`src/logic/spp_map.vh`:
```
`ifndef SPP_MAP_VH
`define SPP_MAP_VH

// clock and time base
`define SPP_CLK_KHZ 20000
`define SPP_TICK_US 1000
`define SPP_TICK_CYC (`SPP_TICK_US * `SPP_CLK_KHZ / 1000)

// rate unit and bucket sizing, in bytes
`define SPP_RATE_UNIT_KBPS 128
`define SPP_BYTES_PER_UNIT (`SPP_RATE_UNIT_KBPS * `SPP_TICK_US / 8000)
`define SPP_BURST_BYTES 24'h004000

// frame length limits
`define SPP_MAX_STD 14'h05ee
`define SPP_MAX_JUMBO 14'h2400

// register byte offsets
`define SPP_A_CTRL 6'h00
`define SPP_A_STAT 6'h04
`define SPP_A_ING 6'h08
`define SPP_A_EGR 6'h0c
`define SPP_A_DROP 6'h10
`define SPP_A_DESC 6'h20

// control fields
`define SPP_C_EN 0
`define SPP_C_FORCE 1
`define SPP_C_SPD 3:2
`define SPP_C_DPX 4
`define SPP_C_FC 5
`define SPP_C_SEC 6
`define SPP_C_STORM 7
`define SPP_C_JUMBO 8
`define SPP_CTRL_BITS 9
`define SPP_CTRL_RST 9'h195

// speed codes
`define SPP_SPD_10 2'h0
`define SPP_SPD_100 2'h1
`define SPP_SPD_1000 2'h2

// pause frames
`define SPP_PAUSE_MAX 16'hffff
`define SPP_PAUSE_OFF 16'h0000
`define SPP_PAUSE_REFRESH 8'h0a

`endif

```
`src/logic/spp_rate_lim.v`:
```
`include "spp_map.vh"

module spp_rate_lim (
  // clock and reset
  input wire clk,
  input wire resetn,
  // time base and limit
  input wire tick,
  input wire [15:0] rate,
  // byte usage
  input wire consume,
  output reg ok_q
);

  reg signed [23:0] bucket_q;
  reg signed [23:0] bucket_d;
  wire [31:0] add_full;
  wire [23:0] add;

  assign add_full = {16'h0000, rate} * `SPP_BYTES_PER_UNIT;
  assign add = add_full[23:0];

  // bucket may go negative by one frame; new frames are held (egress) or dropped (ingress) until it refills,
  // so the long-term average stays at the limit without cutting frames
  always @* begin
    bucket_d = bucket_q;
    if (tick) begin
      bucket_d = bucket_d + $signed(add);
    end
    if (consume) begin
      bucket_d = bucket_d - 24'sd1;
    end
    if (rate == 16'h0000 || bucket_d > $signed(`SPP_BURST_BYTES)) begin
      bucket_d = $signed(`SPP_BURST_BYTES);
    end
  end

  always @(posedge clk) begin
    if (!resetn) begin
      bucket_q <= $signed(`SPP_BURST_BYTES);
      ok_q <= 1'b1;
    end else begin
      bucket_q <= bucket_d;
      ok_q <= (rate == 16'h0000) | ~bucket_d[23];
    end
  end

endmodule

```
`src/logic/spp_pause_gen.v`:
```
`include "spp_map.vh"

module spp_pause_gen (
  // clock and reset
  input wire clk,
  input wire resetn,
  // control
  input wire tick,
  input wire fc_en,
  input wire full,
  input wire congested,
  // pause request to the transmitter
  output reg pause_send_q,
  output reg [15:0] pause_quanta_q,
  output reg pause_on_q
);

  localparam ST_IDLE = 1'b0;
  localparam ST_HOLD = 1'b1;

  reg [7:0] refresh_q;
  wire want;

  // pause frames only exist on full duplex links
  assign want = fc_en & full & congested;

  always @(posedge clk) begin
    if (!resetn) begin
      pause_send_q <= 1'b0;
      pause_quanta_q <= `SPP_PAUSE_OFF;
      pause_on_q <= ST_IDLE;
      refresh_q <= 8'h00;
    end else begin
      pause_send_q <= 1'b0;
      case (pause_on_q)
        ST_IDLE: begin
          if (want) begin
            pause_send_q <= 1'b1;
            pause_quanta_q <= `SPP_PAUSE_MAX;
            pause_on_q <= ST_HOLD;
            refresh_q <= 8'h00;
          end
        end
        ST_HOLD: begin
          if (!want) begin
            pause_send_q <= 1'b1;
            pause_quanta_q <= `SPP_PAUSE_OFF;
            pause_on_q <= ST_IDLE;
          end else if (tick) begin
            // resend before the partner's timer runs out
            if (refresh_q == `SPP_PAUSE_REFRESH - 8'h01) begin
              refresh_q <= 8'h00;
              pause_send_q <= 1'b1;
            end else begin
              refresh_q <= refresh_q + 8'h01;
            end
          end
        end
        default: begin
          pause_on_q <= ST_IDLE;
        end
      endcase
    end
  end

endmodule

```
`src/logic/spp_port.v`:
```
// Functional notes
// RULE1 - a disabled port neither accepts received frames nor transmits any frame
// RULE2 - auto negotiation mode takes speed and duplex from the negotiated result
// RULE3 - forced mode runs the port at the manually set speed and duplex
// RULE4 - speed and duplex fields read negotiated values and ignore writes in auto
// RULE5 - link up or down state is reported for the port
// RULE6 - flow control on: congestion sends a pause frame to halt the sender; the code sends it on full duplex links only
// RULE7 - flow control off: frames arriving under congestion are dropped
// RULE8 - secure mode never learns new source addresses
// RULE9 - secure mode forwards only frames whose source address is already known
// RULE10 - storm filter enabled per port; types and mode come from switch-wide inputs
// RULE11 - jumbo enable lets the port forward jumbo frames
// RULE12 - jumbo frames up to nine kilobytes are forwarded
// RULE13 - independent ingress and egress limits in units of 128 kbit/s
// RULE14 - the port holds a sixteen character description label
// RULE15 - traffic above a limit is held back or dropped; zero means unlimited
`include "spp_map.vh"

module spp_port #(
  parameter TICK_CYCLES = `SPP_TICK_CYC
) (
  // clock and reset
  input wire clk,
  input wire resetn,
  // register bus
  input wire [5:0] avs_address,
  input wire avs_read,
  input wire avs_write,
  input wire [31:0] avs_writedata,
  input wire [3:0] avs_byteenable,
  output reg [31:0] avs_readdata,
  output reg avs_waitrequest,
  // phy side
  input wire phy_link,
  input wire an_done,
  input wire [1:0] an_speed,
  input wire an_full,
  output reg phy_an_en,
  output reg [1:0] phy_speed,
  output reg phy_full,
  // switch-wide storm filter setting
  input wire storm_active,
  input wire [2:0] storm_types,
  // receive stream from the mac
  input wire rx_valid,
  input wire [7:0] rx_data,
  input wire rx_sof,
  input wire rx_eof,
  input wire rx_bcast,
  input wire rx_mcast,
  input wire rx_ucast_unknown,
  input wire rx_src_known,
  input wire rx_congested,
  // forward stream to the fabric
  output reg fwd_valid,
  output reg [7:0] fwd_data,
  output reg fwd_sof,
  output reg fwd_eof,
  output reg fwd_err,
  output reg learn_req,
  // transmit stream from the fabric
  input wire tx_in_valid,
  input wire [7:0] tx_in_data,
  input wire tx_in_sof,
  input wire tx_in_eof,
  output reg tx_in_ready,
  // transmit stream to the mac
  output reg tx_valid,
  output reg [7:0] tx_data,
  output reg tx_sof,
  output reg tx_eof,
  // pause frame request
  output reg pause_send,
  output reg [15:0] pause_quanta
);

  reg [`SPP_CTRL_BITS-1:0] ctrl_q, ctrl_d;
  reg [15:0] ing_rate_q, egr_rate_q, drop_cnt_q, tick_cnt_q;
  reg [31:0] desc_q [0:3];
  reg [31:0] rd_d;
  reg [13:0] rx_len_q, rx_len_d;
  reg tick_q, rx_keep_q, rx_keep_d, tx_frame_q, tx_frame_d, tx_keep_q;
  reg fwd_valid_d, rx_drop_now, rx_over;
  integer i;

  wire wr_go, en, force_mode, eff_full, storm_hit, ing_ok, egr_ok, tx_acc, pg_send, pg_on;
  wire [31:0] ctrl_wr, ing_wr, egr_wr;
  wire [1:0] eff_speed;
  wire [13:0] max_len;
  wire [15:0] pg_quanta;

  function [31:0] bemerge;
    input [31:0] old;
    input [31:0] nw;
    input [3:0] be;
    integer k;
    begin
      for (k = 0; k < 4; k = k + 1) begin
        bemerge[k*8 +: 8] = be[k] ? nw[k*8 +: 8] : old[k*8 +: 8];
      end
    end
  endfunction

  function is_desc;
    input [5:0] a;
    begin
      is_desc = (a[5:4] == `SPP_A_DESC >> 4) && (a[1:0] == 2'h0);
    end
  endfunction

  assign en = ctrl_q[`SPP_C_EN];
  assign force_mode = ctrl_q[`SPP_C_FORCE];
  assign eff_speed = force_mode ? ctrl_q[`SPP_C_SPD] : an_speed; // [RULE2] [RULE3]
  assign eff_full = force_mode ? ctrl_q[`SPP_C_DPX] : an_full; // [RULE2] [RULE3]
  assign max_len = ctrl_q[`SPP_C_JUMBO] ? `SPP_MAX_JUMBO : `SPP_MAX_STD; // [RULE11] [RULE12]
  assign storm_hit = ctrl_q[`SPP_C_STORM] & storm_active &
    ((storm_types[0] & rx_bcast) | (storm_types[1] & rx_mcast) |
     (storm_types[2] & rx_ucast_unknown)); // [RULE10]

  // bus slave: one wait cycle, then a single low waitrequest cycle
  assign wr_go = avs_write & ~avs_waitrequest;
  assign ctrl_wr = bemerge({23'h000000, ctrl_q}, avs_writedata, avs_byteenable);
  assign ing_wr = bemerge({16'h0000, ing_rate_q}, avs_writedata, avs_byteenable);
  assign egr_wr = bemerge({16'h0000, egr_rate_q}, avs_writedata, avs_byteenable);

  always @* begin
    ctrl_d = ctrl_wr[`SPP_CTRL_BITS-1:0];
    if (!ctrl_d[`SPP_C_FORCE]) begin
      ctrl_d[`SPP_C_SPD] = ctrl_q[`SPP_C_SPD]; // [RULE4]
      ctrl_d[`SPP_C_DPX] = ctrl_q[`SPP_C_DPX]; // [RULE4]
    end
  end

  always @* begin
    rd_d = 32'h00000000;
    if (is_desc(avs_address)) begin
      rd_d = desc_q[avs_address[3:2]]; // [RULE14]
    end else begin
      case (avs_address)
        `SPP_A_CTRL: begin
          rd_d = {23'h000000, ctrl_q};
          rd_d[`SPP_C_SPD] = eff_speed; // [RULE4]
          rd_d[`SPP_C_DPX] = eff_full; // [RULE4]
        end
        `SPP_A_STAT: begin
          rd_d = {26'h0000000, an_done, pg_on, eff_full, eff_speed, phy_link}; // [RULE5]
        end
        `SPP_A_ING: rd_d = {16'h0000, ing_rate_q};
        `SPP_A_EGR: rd_d = {16'h0000, egr_rate_q};
        `SPP_A_DROP: rd_d = {16'h0000, drop_cnt_q};
        default: rd_d = 32'h00000000;
      endcase
    end
  end

  always @(posedge clk) begin
    if (!resetn) begin
      avs_waitrequest <= 1'b1;
      avs_readdata <= 32'h00000000;
    end else if ((avs_read | avs_write) & avs_waitrequest) begin
      avs_waitrequest <= 1'b0;
      avs_readdata <= avs_read ? rd_d : 32'h00000000;
    end else begin
      avs_waitrequest <= 1'b1;
    end
  end

  always @(posedge clk) begin
    if (!resetn) begin
      ctrl_q <= `SPP_CTRL_RST;
      ing_rate_q <= 16'h0000;
      egr_rate_q <= 16'h0000;
      for (i = 0; i < 4; i = i + 1) begin
        desc_q[i] <= 32'h00000000;
      end
    end else if (wr_go) begin
      if (is_desc(avs_address)) begin
        desc_q[avs_address[3:2]] <= bemerge(desc_q[avs_address[3:2]],
          avs_writedata, avs_byteenable); // [RULE14]
      end else begin
        case (avs_address)
          `SPP_A_CTRL: ctrl_q <= ctrl_d;
          `SPP_A_ING: ing_rate_q <= ing_wr[15:0]; // [RULE13]
          `SPP_A_EGR: egr_rate_q <= egr_wr[15:0]; // [RULE13]
          default: ctrl_q <= ctrl_q;
        endcase
      end
    end
  end

  // phy strap of the negotiation mode
  always @(posedge clk) begin
    if (!resetn) begin
      phy_an_en <= 1'b1;
      phy_speed <= `SPP_SPD_100;
      phy_full <= 1'b1;
    end else begin
      phy_an_en <= ~force_mode; // [RULE2]
      phy_speed <= ctrl_q[`SPP_C_SPD]; // [RULE3]
      phy_full <= ctrl_q[`SPP_C_DPX]; // [RULE3]
    end
  end

  // shared time base for both rate limiters and pause refresh
  always @(posedge clk) begin
    if (!resetn) begin
      tick_cnt_q <= 16'h0000;
      tick_q <= 1'b0;
    end else if (tick_cnt_q == TICK_CYCLES - 1) begin
      tick_cnt_q <= 16'h0000;
      tick_q <= 1'b1;
    end else begin
      tick_cnt_q <= tick_cnt_q + 16'h0001;
      tick_q <= 1'b0;
    end
  end

  spp_rate_lim u_ing (
    .clk(clk),
    .resetn(resetn),
    .tick(tick_q),
    .rate(ing_rate_q),
    .consume(fwd_valid_d),
    .ok_q(ing_ok)
  );

  spp_rate_lim u_egr (
    .clk(clk),
    .resetn(resetn),
    .tick(tick_q),
    .rate(egr_rate_q),
    .consume(tx_acc & tx_keep_q & ~tx_in_sof | tx_acc & tx_in_sof & en),
    .ok_q(egr_ok)
  );

  spp_pause_gen u_pause (
    .clk(clk),
    .resetn(resetn),
    .tick(tick_q),
    .fc_en(ctrl_q[`SPP_C_FC] & en),
    .full(eff_full),
    .congested(rx_congested),
    .pause_send_q(pg_send),
    .pause_quanta_q(pg_quanta),
    .pause_on_q(pg_on)
  ); // [RULE6]

  // receive admission is decided at the first byte; with no buffer a frame
  // that grows past the limit is cut and its last beat flagged in error
  always @* begin
    rx_drop_now = ~en | (ctrl_q[`SPP_C_SEC] & ~rx_src_known) | storm_hit | ~ing_ok |
      (rx_congested & ~ctrl_q[`SPP_C_FC]); // [RULE1] [RULE9] [RULE7] [RULE15]
    rx_keep_d = rx_keep_q;
    rx_len_d = rx_len_q;
    fwd_valid_d = 1'b0;
    if (rx_valid) begin
      if (rx_sof) begin
        rx_keep_d = ~rx_drop_now;
        rx_len_d = 14'h0001;
      end else if (rx_len_q != 14'h3fff) begin
        rx_len_d = rx_len_q + 14'h0001;
      end
    end
    rx_over = rx_len_d > max_len; // [RULE12]
    if (rx_valid & rx_keep_d) begin
      fwd_valid_d = ~rx_over | rx_eof;
    end
    if (rx_valid & rx_eof) begin
      rx_keep_d = 1'b0;
    end
  end

  always @(posedge clk) begin
    if (!resetn) begin
      rx_keep_q <= 1'b0;
      rx_len_q <= 14'h0000;
      drop_cnt_q <= 16'h0000;
      fwd_valid <= 1'b0;
      fwd_data <= 8'h00;
      fwd_sof <= 1'b0;
      fwd_eof <= 1'b0;
      fwd_err <= 1'b0;
      learn_req <= 1'b0;
    end else begin
      rx_keep_q <= rx_keep_d;
      rx_len_q <= rx_len_d;
      if (rx_valid & rx_sof & rx_drop_now & (drop_cnt_q != 16'hffff)) begin
        drop_cnt_q <= drop_cnt_q + 16'h0001; // [RULE7]
      end
      fwd_valid <= fwd_valid_d;
      fwd_data <= rx_data;
      fwd_sof <= fwd_valid_d & rx_sof;
      fwd_eof <= fwd_valid_d & rx_eof;
      fwd_err <= fwd_valid_d & rx_eof & rx_over; // [RULE12]
      learn_req <= fwd_valid_d & rx_eof & ~rx_over & ~ctrl_q[`SPP_C_SEC]; // [RULE8]
    end
  end

  // transmit: frames are held at their boundary while over the egress limit;
  // a disabled port still drains the fabric so it cannot lock up
  assign tx_acc = tx_in_valid & tx_in_ready;

  always @* begin
    tx_frame_d = tx_frame_q;
    if (tx_acc) begin
      tx_frame_d = (tx_in_sof | tx_frame_q) & ~tx_in_eof;
    end
  end

  always @(posedge clk) begin
    if (!resetn) begin
      tx_frame_q <= 1'b0;
      tx_keep_q <= 1'b0;
      tx_in_ready <= 1'b0;
      tx_valid <= 1'b0;
      tx_data <= 8'h00;
      tx_sof <= 1'b0;
      tx_eof <= 1'b0;
      pause_send <= 1'b0;
      pause_quanta <= `SPP_PAUSE_OFF;
    end else begin
      tx_frame_q <= tx_frame_d;
      tx_in_ready <= tx_frame_d | ~en | egr_ok; // [RULE15]
      if (tx_acc & tx_in_sof) begin
        tx_keep_q <= en; // [RULE1]
      end
      tx_valid <= tx_acc & (tx_in_sof ? en : tx_keep_q); // [RULE1]
      tx_data <= tx_in_data;
      tx_sof <= tx_acc & tx_in_sof & en;
      tx_eof <= tx_acc & tx_in_eof & (tx_in_sof ? en : tx_keep_q);
      pause_send <= pg_send & en; // [RULE6]
      pause_quanta <= pg_quanta;
    end
  end

endmodule

```
`config.mk`:
```
export PLATFORM = sky130hd
export DESIGN_NAME = spp_port
export DESIGN_NICKNAME = d
export VERILOG_FILES = /design/src/logic/spp_rate_lim.v /design/src/logic/spp_pause_gen.v /design/src/logic/spp_port.v
export VERILOG_INCLUDE_DIRS = /design/src /design/src/logic
export SDC_FILE = /design/constraint.sdc
export NUM_CORES = 1
export LEC_CHECK = 0
export BUFFER_PORTS_ARGS = -buffer_cell sky130_fd_sc_hd__buf_4
export CORE_UTILIZATION = 40
export CTS_CLUSTER_SIZE = 12
export DETAILED_ROUTE_END_ITERATION = 7
export GPL_ROUTABILITY_DRIVEN = 0
export SYNTH_ARGS = -nofsm -noshare
export SYNTH_HDL_FRONTEND = slang
export SYNTH_SLANG_ARGS = --single-unit
export TNS_END_PERCENT = 50
```
`constraint.sdc`:
```
create_clock -name clk -period 5.9 [get_ports clk]
set_input_delay 1.18 -clock clk [delete_from_list [all_inputs] [get_ports clk]]
set_output_delay 1.18 -clock clk [all_outputs]
set_load 0.02 [all_outputs]
```
==> results.txt <==
outcome: finished, final reports clean
CP peak stage delay: 0.44 ns
CTS tree: yes
Setup WS pre-CTS: 0.743 ns
mux share of post-synthesis cell area: 9.96%
final setup vio count: 0
Yosys top cell area share: 23.8%
synth warn: 0
M1 wire length: 21900 um
CTS Hold Buffers Added: 0
Synth Area in Adders: 3.60%
chip width: 215 um
largest family of logic cells by synthesized area: simple AND/OR/NAND/NOR gates
min-delay src: u_pause.pause_quanta_q[14]
Top Ports: 161
Worst-path clk slew: 0.06 ns
root buffer cell: clkbuf_16
Mean Syn Cell Area: 9.75 um^2
CP Max Fanout: 13
diode count: 0
clock skew: 0.0173 ns
Layout area overhead: 16.7%
fin crit share: 85.1%
Post-synth top flop: dfxtp_1
Die Ht: 215 um
grt ovf: 0
WL met2: 23100 um
RR Endpoint: u_ing.bucket_q[5]
Worst Tran Pin Value: 1.08 ns
top cells by area, synth: dfxtp_1 (24%), edfxtp_1 (21%), nor2_1 (6.2%), mux2i_1 (4.7%), mux4_2 (4.6%)
layout cells sized above 1: 16.5%
pin count of the biggest net entering global routing: 70
syn_nets: 1993
HPWL after detailed placement: 34200 um
origin of the critical flop-to-flop path: rx_len_q[0]
routed wirelength normalized by instance count: 19.0 um
async set-reset flop share out of synthesis: 0%
Nets: 2118
Pins Over Slew Limit: 0
CTS Sinks: 344
first-pass GRT wire length: 78800 um
Critical Path Source Type: flip-flop
clock period minus worst slack: 5.02 ns
Max Cap Violations: 0
WHS Endpoint: pause_quanta[14]
Layout Utilization: 47.5%
reg2reg path depth: 21
met3 wire len: 3180 um
Synth Area in XOR/XNOR: 4.15%
Bufs on Longest Clock Path: 3
sum of negative setup slack: 0 ns
Seq cells post-synth: 344
crit-path cells: ha_1 -> and4_1 -> nand4_1 -> and2_1 -> nand2_1 -> xor2_1 -> nor2_1 -> ha_1 -> nor2b_1 -> o21a_1 -> o21a_1 -> a311oi_1 -> o221ai_1 -> a31oi_2 -> nor2b_1 -> and4_1 -> mux2i_1 -> buf_4 -> o31a_1 -> buf_12 -> a21oi_1
WP data arrival: 5.45 ns
TritonCTS buffer count: 40
Starting Density: 40.8%
core region area: 0.0445 mm^2
pwr dens: 251 mW/mm^2
antenna violations before repair: 1
highest clock rate: 199 MHz
GRT Total Usage: 21.3%
total leakage power: 8.24 nW
DR iter-0 viols: 1070
DRT antenna net count: 0
Hold Vio Cnt, Final: 0
row count: 77
RSZ-0062 raised after global routing: false
Port-buffer cells: 160
post-CTS setup buffers: 0
largest area contributor in the netlist: dfxtp_1
Hold Path Class: flip-flop to flip-flop
Die ar.: 0.0462 mm^2
Critical Path RT: 6.33 ns
Worst Hold Path Cells: 1
Slowest cell on crit path: dfxtp_1
total number of H-tree levels: 2
sequential area share after synthesis: 45.0%
fraction of the mapped netlist area in compound gates: 12.2%
Slew Limit Headroom: 27.2%
total number of vias: 14.7k
post-synthesis simple-gate area fraction: 20.7%
vias in the first global route: 14.5k
worst vdd ir: 213 uV
Post-CTS Resized: 0
flop2flop setup slack: 0.88 ns
Post-route DRC: 0
WL final: 49500 um
crit end category: flip-flop
EDFF count, synth: 128
Max Used Layer: met5
First-pass DRT Iterations: 6
drt via density: 5.63
Post-Synthesis Cells: 1860
final setup margin: 0.881 ns
Crit Path Category: flip-flop to flip-flop
Yosys cell types: 93
cell area after synthesis: 0.0181 mm^2
Clock Latency Late Sink: 0.56 ns
==> metal layers <==
metal | track usage (%) | vias up
met1 | 28.1 | 7067
met2 | 34.7 | 461
li1 | - | 7050
met3 | 4.49 | 75
met5 | 0 | -
met4 | 6.90 | 2
==> layout by cell type, fill, tap and decap left out, drive strengths merged, types with 20 or more instances in the layout <==
cell	netlist	routed
nand4	40	40
mux4	37	37
xnor2	45	45
clkbuf	63	56
or3	48	48
nand2	101	101
nor2	312	312
ha	49	49
nor4	25	25
inv	80	82
nand3	46	46
and3	20	20
and2	42	42
mux2i	86	86
o21ai	51	51
a22oi	23	23
dfxtp	216	216
buf	40	186
xor2	41	41
nor3	41	41
edfxtp	128	128
a21oi	56	56
==> layout make-up <==
type | count | area, um^2
fill | 4257 | 23300
multi-input combinational | 1332 | 9240
sequential | 344 | 8170
timing repair buffer | 186 | 1410
clock buffer | 56 | 1130
tap | 592 | 741
inverter | 81 | 307
clock inverter | 14 | 170
==> worst max-delay path: cells and delay by family (launching register included) <==
family	cells	cell delay (ns)
AO/OA/AOI/OAI	7	1.56
XOR/XNOR	1	0.19
adder cells (fa/ha/maj)	2	0.63
buffers and inverters	2	0.39
flip-flops	1	0.44
multiplexers	1	0.18
AND/OR/NAND/NOR	8	1.48
==> worst max path at each step <==
| stage | start | to | slack [ns] | depth (start not counted) |
|---|---|---|---|---|
| after floorplan | avs_address[2] | desc_q[1][0] | 0.81 | 5 |
| after global placement | rx_valid | u_ing.bucket_q[1] | 0.73 | 19 |
| after detailed placement | rx_valid | u_ing.bucket_q[5] | 0.74 | 19 |
| after CTS | rx_len_q[0] | u_ing.bucket_q[5] | 0.89 | 21 |
| after global routing | rx_len_q[0] | u_ing.bucket_q[1] | 0.50 | 21 |
| final | rx_len_q[0] | u_ing.bucket_q[5] | 0.88 | 21 |
==> synth_stat cells, types with 7 or more instances <==
library cell	instances
nor2_1	302
dfxtp_1	216
edfxtp_1	128
nand2_1	101
mux2i_1	86
inv_1	80
clkbuf_1	63
a21oi_1	56
ha_1	49
or3_1	48
nand3_1	46
o21ai_0	45
xnor2_1	45
and2_1	41
nor3_1	41
xor2_1	41
nand4_1	39
mux4_2	37
nor4_1	25
a22oi_1	23
and3_1	20
a21o_1	19
nor2b_1	17
buf_4	16
a222oi_1	15
a31oi_1	14
nand2b_1	14
a221oi_1	13
a211oi_1	12
buf_1	12
and4_1	10
buf_2	10
mux2_2	10
nor2_4	9
nor3b_1	9
o211ai_1	9
a31o_2	7
o21a_1	7
==> registers in the layout (all words and copies together), names as in the netlist, 2 cells and up <==
register / count
tick_cnt_q: 16
avs_readdata: 32
ctrl_q: 9
ing_rate_q: 16
desc_q: 128
u_egr.bucket_q: 24
u_ing.bucket_q: 24
tx_data: 8
phy_speed: 2
fwd_data: 8
egr_rate_q: 16
drop_cnt_q: 16
u_pause.refresh_q: 8
rx_len_q: 14
==> power by group <==
group | switching, W | internal (W)
sequential | 0.0000167 | 0.00250
clock | 0.000999 | 0.00147
combinational | 0.000197 | 0.000131
total | 0.00121 | 0.00411
==> cell families (layout without fill, tap and decap cells) <==
logic type      Yosys count  count (layout)
buf+inv                 184             337
fa+ha+maj                51              51
mux                     133             133
simple gates            756             756
flops                   344             344
compound gates          306             306
xor+xnor                 86              86
==> through the flow <==
stage	total power (W)	cells	hold slack, ns	area [um^2]
3_3_place_gp	0.00289	2535	0.443	19900
5_1_grt	0.00549	2605	0.490	21200
6_report	0.00532	2605	0.454	21200
2_1_floorplan	0.00276	1860	0.419	18100
3_5_place_dp	0.00290	2535	0.444	19900
4_1_cts	0.00537	2605	0.457	21200
(Power assumes the default switching activity.)
